### src/ias_pkg.sv
// Package: constants, carriers and state type of the interrupt acceptance sequencer
package ias_pkg;

  // APB register byte offsets
  localparam logic [7:0] OFF_ENABLE = 8'h00;
  localparam logic [7:0] OFF_LATCH = 8'h04;
  localparam logic [7:0] OFF_SELECT = 8'h08;
  localparam logic [7:0] OFF_STATUS = 8'h0C;

  // Source levels; index 0 is the highest priority
  localparam int LVL_TRAP = 0;
  localparam int LVL_GUARD = 1;
  localparam int LVL_MASK_LO = 4;
  localparam int LVL_PAIR_A = 14;
  localparam int LVL_PAIR_B = 15;

  // Field positions
  localparam int IMF_POS = 0;
  localparam int SEL_PAIR_A = 0;
  localparam int SEL_PAIR_B = 1;
  localparam int STAT_BUSY_POS = 8;

  // Reset values and masks
  localparam logic [15:0] LATCH_RST = 16'h0000;
  localparam logic [15:0] LATCH_MASK = 16'hFFF3;
  localparam logic [11:0] EN_RST = 12'h000;
  localparam logic [1:0] SEL_RST = 2'h0;

  // Timing: acceptance and return each last this many machine cycles
  localparam int SEQ_MCYC = 8;

  // Vector table top; level n entry sits at VEC_TOP - 2n (low byte first)
  localparam logic [15:0] VEC_TOP = 16'hFFE0;
  localparam logic [7:0] TRAP_OPCODE = 8'hFF;

  typedef enum logic [1:0] {ST_IDLE, ST_ACCEPT, ST_RETURN} ias_state_e;

  typedef struct packed {
    logic psel;
    logic penable;
    logic pwrite;
    logic [7:0] paddr;
    logic [31:0] pwdata;
  } ias_apb_req_s;

  typedef struct packed {
    logic pready;
    logic pslverr;
    logic [31:0] prdata;
  } ias_apb_rsp_s;

  typedef struct packed {
    logic lastCycle;
    logic retMask;
    logic retNonMask;
    logic trapExec;
  } ias_cpu_evt_s;

  typedef struct packed {
    logic req;
    logic we;
    logic [15:0] addr;
    logic [7:0] wdata;
  } ias_mem_s;

  typedef struct packed {
    ias_state_e st;
    logic [7:0] cyc;
    logic masterIrqEnable;
    logic [11:0] perSourceEnable;
    logic [15:0] requestLatch;
    logic [1:0] sharedSourceSelector;
    logic [3:0] lvl;
    logic [3:0] lastLvl;
    logic [15:0] pcSave;
    logic [7:0] pswSave;
    logic [15:0] vec;
    ias_mem_s mem;
    logic pcLoad;
    logic [15:0] pcOut;
    logic pswLoad;
    logic spLoad;
    logic [15:0] spOut;
    logic apbAck;
    logic pslverr;
    logic [31:0] prdata;
    logic [7:0] fetchByte;
  } ias_state_s;

endpackage : ias_pkg

### src/ias_irq_accept_sequencer.sv
// Interrupt acceptance, return sequencing and request latching with APB registers
// Function
// - Shared level latches only the selected source
// - Unselected shared requests are dropped, never remembered
// - Levels fourteen and fifteen are selector-arbitrated pairs
// - Latch holds until accepted, reset, or cleared
// - Acceptance takes exactly eight machine cycles
// - Acceptance first clears the master enable
// - Acceptance clears only the accepted source latch
// - Push status+enable, PC high, PC low; SP-3
// - Load vector table entry into program counter
// - Acceptance starts within 38 clocks of latching
// - Master enable zero blocks every maskable request
// - Only program counter and status are saved
// - Maskable and non-maskable returns end service
// - Stacked PC low at SP+1, high SP+2
// - Requests sampled in each instruction's last cycle
// - Trap opcode starts top-priority interrupt at once
// - Missing address fetch returns trap opcode FFH in single-chip mode
// - RAM or register-area fetch raises guard interrupt
// - Returns pop PC and status, restoring enable
// - Maskable needs own enable and master enable
//
// The address map and register access over APB were decided locally.
`timescale 1ns/1ps

module ias_irq_accept_sequencer
#(
  parameter int MC_CLKS = 4,
  parameter logic [15:0] RAM_SFR_TOP = 16'h0FFF,
  parameter logic [15:0] ROM_BASE = 16'h4000
)
(
  input wire logic clock,                             // System clock
  input wire logic rst_n,                             // Synchronous reset, active low
  input wire ias_pkg::ias_apb_req_s apbReq,           // APB request
  output ias_pkg::ias_apb_rsp_s apbRsp,               // APB response
  input wire ias_pkg::ias_cpu_evt_s cpuEvt,           // Instruction pipeline events
  input wire logic [15:0] pcIn,                       // Current return address
  input wire logic [7:0] pswIn,                       // Current status word
  input wire logic [15:0] spIn,                       // Current stack pointer
  input wire logic [9:0] irqLevel,                    // Unshared maskable requests, levels 4..13
  input wire logic extIrqFour,                        // Shared pair A, external four
  input wire logic serialTransmitIrq,                 // Shared pair A, serial transmit
  input wire logic extIrqFive,                        // Shared pair B, external five
  input wire logic converterDoneIrq,                  // Shared pair B, converter done
  input wire logic fetchStrobe,                       // Instruction fetch pulse
  input wire logic [15:0] fetchAddr,                  // Instruction fetch address
  input wire logic [7:0] romData,                     // Byte from program memory
  input wire logic singleChip,                        // Single-chip mode level
  output logic [7:0] fetchByte,                       // Byte handed to the decoder
  output ias_pkg::ias_mem_s stackMem,                 // Stack and vector memory port
  input wire logic [7:0] memRdata,                    // Read data, one cycle after req
  output logic pcLoad,                                // Program counter load pulse
  output logic [15:0] pcOut,                          // Program counter value
  output logic pswLoad,                               // Status word load pulse
  output logic [7:0] pswOut,                          // Status word value
  output logic spLoad,                                // Stack pointer load pulse
  output logic [15:0] spOut,                          // Stack pointer value
  output logic busy                                   // Sequence in progress
);
  import ias_pkg::*;

  localparam logic [7:0] SEQ_LAST = 8'(SEQ_MCYC * MC_CLKS - 1);

  ias_state_s s;
  ias_state_s n;
  logic [15:0] sets;
  logic [15:0] latchClr;
  logic [15:0] accClr;
  logic [15:0] okMask;
  logic [15:0] pending;
  logic [4:0] pick;
  logic imfEff;
  logic mapped;
  logic wrNow;
  logic [31:0] rdVal;
  logic [15:0] vecAddr;
  logic fetchHole;

  function automatic logic [4:0] pickHighest(input logic [15:0] req);
    logic [4:0] r;
    r = 5'h00;
    for (int i = 15; i >= 0; i--)
    begin
      if (req[i])
        r = {1'b1, 4'(i)};
    end
    return r;
  endfunction : pickHighest

  always_comb
  begin
    n = s;
    n.pcLoad = 1'b0;
    n.pswLoad = 1'b0;
    n.spLoad = 1'b0;
    n.mem.req = 1'b0;
    n.mem.we = 1'b0;
    n.apbAck = 1'b0;

    // Request sources; unselected partners of a shared level are simply not looked at
    sets = 16'h0000;
    sets[LVL_TRAP] = cpuEvt.trapExec;
    sets[LVL_GUARD] = fetchStrobe && (fetchAddr <= RAM_SFR_TOP);
    sets[LVL_PAIR_A - 1:LVL_MASK_LO] = irqLevel;
    sets[LVL_PAIR_A] = s.sharedSourceSelector[SEL_PAIR_A] ?
      serialTransmitIrq : extIrqFour;
    sets[LVL_PAIR_B] = s.sharedSourceSelector[SEL_PAIR_B] ?
      converterDoneIrq : extIrqFive;

    // Register file access
    mapped = (apbReq.paddr == OFF_ENABLE) || (apbReq.paddr == OFF_LATCH) ||
      (apbReq.paddr == OFF_SELECT) || (apbReq.paddr == OFF_STATUS);
    unique case (apbReq.paddr)
      OFF_ENABLE: rdVal = {16'h0000, s.perSourceEnable, 3'h0, s.masterIrqEnable};
      OFF_LATCH: rdVal = {16'h0000, s.requestLatch};
      OFF_SELECT: rdVal = {30'h00000000, s.sharedSourceSelector};
      OFF_STATUS: rdVal = {23'h000000, s.st != ST_IDLE, s.lvl, s.lastLvl};
      default: rdVal = 32'h00000000;
    endcase
    if (apbReq.psel && apbReq.penable && !s.apbAck)
    begin
      n.apbAck = 1'b1;
      n.pslverr = !mapped;
      n.prdata = mapped ? rdVal : 32'h00000000;
    end
    wrNow = apbReq.psel && apbReq.penable && apbReq.pwrite && s.apbAck && !s.pslverr;
    latchClr = 16'hFFFF;
    if (wrNow && apbReq.paddr == OFF_LATCH)
      latchClr = apbReq.pwdata[15:0];
    if (wrNow && apbReq.paddr == OFF_ENABLE)
    begin
      n.perSourceEnable = apbReq.pwdata[15:4];
      n.masterIrqEnable = apbReq.pwdata[IMF_POS];
    end
    if (wrNow && apbReq.paddr == OFF_SELECT)
      n.sharedSourceSelector = apbReq.pwdata[1:0];

    // During a return the enable about to be restored governs the sample
    imfEff = (s.st == ST_RETURN) ? s.pswSave[IMF_POS] : s.masterIrqEnable;
    okMask = {{12{imfEff}} & s.perSourceEnable, 4'b0011};
    pending = (s.requestLatch | sets) & okMask;
    pick = pickHighest(pending);
    vecAddr = VEC_TOP - {11'h000, s.lvl, 1'b0};
    accClr = 16'hFFFF;

    unique case (s.st)
      ST_IDLE:
      begin
        if (cpuEvt.retMask || cpuEvt.retNonMask)
        begin
          n.st = ST_RETURN;
          n.cyc = 8'h00;
        end
        else if (cpuEvt.lastCycle && pick[4])
        begin
          n.st = ST_ACCEPT;
          n.cyc = 8'h00;
          n.lvl = pick[3:0];
          n.masterIrqEnable = 1'b0;
          accClr[pick[3:0]] = 1'b0;
          n.pcSave = pcIn;
          n.pswSave = pswIn;
          n.pswSave[IMF_POS] = s.masterIrqEnable;
        end
      end
      ST_ACCEPT:
      begin
        n.cyc = s.cyc + 8'h01;
        n.masterIrqEnable = 1'b0;
        unique case (s.cyc)
          8'h00:
          begin
            // A chained start pushes at the stack pointer that the return is still loading
            n.mem = '{req: 1'b1, we: 1'b1, addr: s.spLoad ? s.spOut : spIn, wdata: s.pswSave};
          end
          8'h01:
          begin
            n.mem = '{req: 1'b1, we: 1'b1, addr: spIn - 16'h0001, wdata: s.pcSave[15:8]};
          end
          8'h02:
          begin
            n.mem = '{req: 1'b1, we: 1'b1, addr: spIn - 16'h0002, wdata: s.pcSave[7:0]};
            n.spLoad = 1'b1;
            n.spOut = spIn - 16'h0003;
          end
          8'h03:
          begin
            n.mem = '{req: 1'b1, we: 1'b0, addr: vecAddr, wdata: 8'h00};
          end
          8'h04:
          begin
            n.mem = '{req: 1'b1, we: 1'b0, addr: vecAddr + 16'h0001, wdata: 8'h00};
          end
          8'h05: n.vec[7:0] = memRdata;
          8'h06: n.vec[15:8] = memRdata;
          default: n.vec = s.vec;
        endcase
        if (s.cyc == SEQ_LAST)
        begin
          n.st = ST_IDLE;
          n.pcLoad = 1'b1;
          n.pcOut = s.vec;
          n.lastLvl = s.lvl;
        end
      end
      ST_RETURN:
      begin
        n.cyc = s.cyc + 8'h01;
        unique case (s.cyc)
          8'h00: n.mem = '{req: 1'b1, we: 1'b0, addr: spIn + 16'h0001, wdata: 8'h00};
          8'h01: n.mem = '{req: 1'b1, we: 1'b0, addr: spIn + 16'h0002, wdata: 8'h00};
          8'h02:
          begin
            n.mem = '{req: 1'b1, we: 1'b0, addr: spIn + 16'h0003, wdata: 8'h00};
            n.pcSave[7:0] = memRdata;
          end
          8'h03: n.pcSave[15:8] = memRdata;
          8'h04: n.pswSave = memRdata;
          default: n.pswSave = s.pswSave;
        endcase
        if (s.cyc == SEQ_LAST)
        begin
          n.pcLoad = 1'b1;
          n.pcOut = s.pcSave;
          n.pswLoad = 1'b1;
          n.spLoad = 1'b1;
          n.spOut = spIn + 16'h0003;
          n.masterIrqEnable = s.pswSave[IMF_POS];
          n.st = ST_IDLE;
          if (pick[4])
          begin
            n.st = ST_ACCEPT;
            n.cyc = 8'h00;
            n.lvl = pick[3:0];
            n.masterIrqEnable = 1'b0;
            accClr[pick[3:0]] = 1'b0;
            n.pcSave = s.pcSave;
            n.pswSave = s.pswSave;
          end
        end
      end
    endcase

    // New requests win over a software clear; the accepted level's own request is consumed
    n.requestLatch = (((s.requestLatch & latchClr) | sets) & accClr) & LATCH_MASK;

    fetchHole = (fetchAddr > RAM_SFR_TOP) && (fetchAddr < ROM_BASE);
    if (fetchStrobe)
      n.fetchByte = (singleChip && fetchHole) ? TRAP_OPCODE : romData;
  end

  always_ff @(posedge clock)
  begin
    if (!rst_n)
    begin
      s <= '0;
      s.requestLatch <= LATCH_RST;
      s.perSourceEnable <= EN_RST;
      s.sharedSourceSelector <= SEL_RST;
    end
    else
      s <= n;
  end

  assign apbRsp.pready = s.apbAck;
  assign apbRsp.pslverr = s.apbAck && s.pslverr;
  assign apbRsp.prdata = s.prdata;
  assign stackMem = s.mem;
  assign pcLoad = s.pcLoad;
  assign pcOut = s.pcOut;
  assign pswLoad = s.pswLoad;
  assign pswOut = s.pswSave;
  assign spLoad = s.spLoad;
  assign spOut = s.spOut;
  assign fetchByte = s.fetchByte;
  assign busy = (s.st != ST_IDLE);

endmodule : ias_irq_accept_sequencer

### config.mk
export PLATFORM = sky130hd
export DESIGN_NAME = ias_irq_accept_sequencer
export DESIGN_NICKNAME = d
export VERILOG_FILES = /design/src/ias_pkg.sv /design/src/ias_irq_accept_sequencer.sv
export SDC_FILE = /design/constraint.sdc
export NUM_CORES = 1
export LEC_CHECK = 0
export ABC_AREA = 1
export BUFFER_PORTS_ARGS = -buffer_cell sky130_fd_sc_hd__buf_4
export CAP_MARGIN = 10
export CORE_ASPECT_RATIO = 0.8
export CORE_MARGIN = 2
export CORE_UTILIZATION = 40
export DETAILED_ROUTE_END_ITERATION = 8
export HOLD_SLACK_MARGIN = 0.06
export MAX_ROUTING_LAYER = met4
export PLACE_DENSITY_LB_ADDON = 0.12
export SLEW_MARGIN = 15
export SYNTH_ARGS = -nofsm -noshare
export SYNTH_HDL_FRONTEND = slang
export SYNTH_SLANG_ARGS = --single-unit
### constraint.sdc
create_clock -name clock -period 5.7 [get_ports clock]
set_input_delay 0.57 -clock clock [delete_from_list [all_inputs] [get_ports clock]]
set_output_delay 0.57 -clock clock [all_outputs]
set_load 0.005 [all_outputs]
==> reports/qor.yml <==
run_status: "finished clean"
coreArea_mm2: 0.0274
num_rows: 54
drv_cap: 0
io_buffers: 201
cp.required_ns: 6.09
synth_flop_cell: "dfxtp_1"
cts_tree: "done"
p_sw_mw: 2.01
p_per_area_mw_per_mm2: 353
grt_pass1_wl_mm: 61.1
period_minus_slack_ns: 3.63
drc: 0
finalWeightedCongestion: 0.979
ir_drop_v: 0.000271
gr-total-overflow: 0
p_int_mw: 2.49
cts_hold_buf: 0
p_leak_nw: 5.57
synthTopCellsByArea: "dfxtp_1, nand2_1, buf_4, o21ai_0, a21oi_1"
yosys.area.top_type: "dfxtp_1"
final.fill_count: 2928
cts.sinks: 174
endpoint: "stackMem[21]$_SDFFE_PN0P_"
r2r_end: "stackMem[21]$_SDFFE_PN0P_"
fin_skew_ns: 0.0110
clkTransAtPathRegs_ns: 0.08
tightestPinTransition_ns: 1.15
seq_area_mm2: 0.00348
drive_gt1_frac: 0.173
end_kind: "flop"
drv_slew: 0
clk_path_buf_depth: 2
synth_seq_area_share: 0.311
ys_ff_latch: 174
holdCritStartpoint: "romData[0]"
ys_types: 58
cts_setup_buffers: 0
n_antenna_cell: 0
ant_nets: 0
numCtsBuffers: 17
slew-limit-headroom: 0.234
drt_iter0_drc: 1035
dp_slack_ns: 2.23
vias: 11500
setup_viol: 0
multi_input_area_mm2: 0.00589
clock_latency_ns: 0.44
synthCells: 1687
h-tree-depth: 4
cp_data_arrival_time_ns: 4.03
critPathMostFrequentCell: "nand2_1"
worstSetupPathType: "reg2reg"
crit_slowest_cell: "nor2_1"
max_stage_delay_ns: 0.67
die_x_um: 191
nets: 1904
rrSetupSlack_ns: 2.07
rr_worst_depth: 13
die_h_um: 154
crit_start: "s[186]$_SDFFE_PN0P_"
grt_max_degree: 66
clock_power_share: 0.263
via_per_inst: 5.41
start_util: 0.409
synth_warnings: 0
fin_crit_sh: 0.638
max_freq_ghz: 0.275
fin_area_mm2: 0.0127
dr.pass1.iters: 5
swShare: 0.446
cts-root-buf: "clkbuf_16"
ios: 249
syn_area_mm2: 0.0112
grt_setup_unrepaired: "false"
crit_chain: "nor2_1 > nand3_2 > inv_2 > nand2_1 > nor2_4 > inv_2 > nand2_1 > nor2_1 > nor2_1 > nand2_1 > nand2_1 > o211ai_1 > inv_1"
path_max_fanout: 24
async_flop_share: 0
fin_ws_ns: 2.07
grtUsageTotal: 0.279
reg2reg_from: "s[186]$_SDFFE_PN0P_"
startpoint_type: "flop"
place_area_mm2: 0.0122
syn2layout_area_growth_pct: 14.0
syn-mean-instance-area_um2: 6.63
wl_per_cell_um: 18.9
die-area_mm2: 0.0293
totalWireLength_mm: 40.1
tns_ns: 0
grt_pass1_vias: 10500
antenna_found_initial: 0
dpl.hpwl_mm: 29.3
cts_resized: 0
yosys.area.top_type_share: 0.311
critPathBufInv: 3
combPwrFrac: 0.422
timing_hold_violations_final: 0
seq_power_share: 0.315
synth-edff-count: 0
critical_path_depth: 13
holdCritPathClass: "in2reg"
cpLargestDelayFamily: "simple AND/OR/NAND/NOR gates"
==> cell type report <==
| class | instances | share of cell area |
|---|---|---|
| Timing Repair Buffer | 213 | 0.125 |
| Multi-Input combinational cell | 1153 | 0.462 |
| Sequential cell | 174 | 0.273 |
| Inverter | 193 | 0.0570 |
| Clock inverter | 15 | 0.0130 |
| Clock buffer | 17 | 0.0334 |
| Tap cell | 364 | 0.0357 |
==> cells in the final DEF (no fill, tap or decap), types with 24 or more instances in the layout <==
cell type | Yosys | layout
nand2_1 | 349 | 349
buf_4 | 109 | 213
dfxtp_1 | 174 | 174
inv_1 | 173 | 172
nor2_1 | 167 | 167
o21ai_0 | 142 | 142
a21oi_1 | 134 | 134
nand3_1 | 85 | 85
xor2_1 | 28 | 28
o21ai_1 | 24 | 24
==> cells in the mapped netlist, types with 5 or more instances <==
cell and number:
nand2_2 6, inv_1 173, a31oi_1 15, o22ai_1 10, dfxtp_1 174, o221ai_1 19
o2111ai_1 5, a32o_1 18, nor3_1 21, o21ai_0 142, a22o_1 7, o41ai_1 5
nor2_2 6, a211oi_1 6, nand3_1 85, nand4_1 8, inv_2 16, ha_1 15
clkbuf_1 50, nand2_1 349, nor2_1 167, buf_2 18, o21ai_1 24, buf_4 109
nor4_1 6, o211ai_1 15, xor2_1 28, a21oi_1 134
==> worst min path at each step <==
stage / endpoint / depth (start not counted)
after global routing: fetchByte[2]$_SDFFE_PN0P_ / 3
final: fetchByte[0]$_SDFFE_PN0P_ / 3
after CTS: fetchByte[0]$_SDFFE_PN0P_ / 3
after global placement: apbRsp[3]$_SDFFE_PN0P_ / 2
after floorplan: s[118]$_SDFFE_PN0P_ / 2
after detailed placement: apbRsp[15]$_SDFFE_PN0P_ / 2
==> tightest hold or removal path, stage by stage <==
cell	delay [ns]
buf_4	0.11
inv_1	0.04
a31oi_1	0.07
==> cells by family after synthesis <==
family,after synthesis,synth area share
AOI/OAI and AO/OA,420,0.224
adders and majority gates,15,0.0168
xor gates and xnor gates,30,0.0235
DFF,174,0.311
and+or+nand+nor,672,0.256
other,1,0.000335
buffers and inverters,375,0.167
==> registers in the layout, summed over array words and instances, names as in the netlist <==
name       count
spLoad         1
s             80
pcLoad         1
pswOut         8
fetchByte      8
pcOut         16
spOut         16
pswLoad        1
apbRsp        17
stackMem      26
==> power groups by stage <==
stage | combinational (mW) | sequential [mW] | clock (mW)
2_1_floorplan | 1.31 | 1.41 | 0
3_3_place_gp | 1.85 | 1.44 | 0
3_5_place_dp | 1.85 | 1.44 | 0
4_1_cts | 1.86 | 1.41 | 1.21
5_1_grt | 2.08 | 1.43 | 1.26
6_report | 1.90 | 1.42 | 1.18
==> layer usage <==
layer / global-route usage / part of all wire / vias to the layer above
li1: - / - / 5608
met1: 0.429 / 0.50 / 5344
met2: 0.375 / 0.40 / 503
met3: 0.0363 / 0.080 / 58
met4: 0.0727 / 0.020 / 0
met5: - / 0 / -
==> stage by stage <==
step / total power, mW / hold slack, ns / cells / util
6_report: 4.50 / 0.382 / 2129 / 0.466
5_1_grt: 4.76 / 0.381 / 2129 / 0.466
4_1_cts: 4.48 / 0.363 / 2129 / 0.466
3_5_place_dp: 3.29 / 0.459 / 2097 / 0.444
3_3_place_gp: 3.29 / 0.455 / 2097 / 0.444
2_1_floorplan: 2.72 / 0.430 / 1702 / -
No activity file was read; power rests on OpenSTA's default activity.
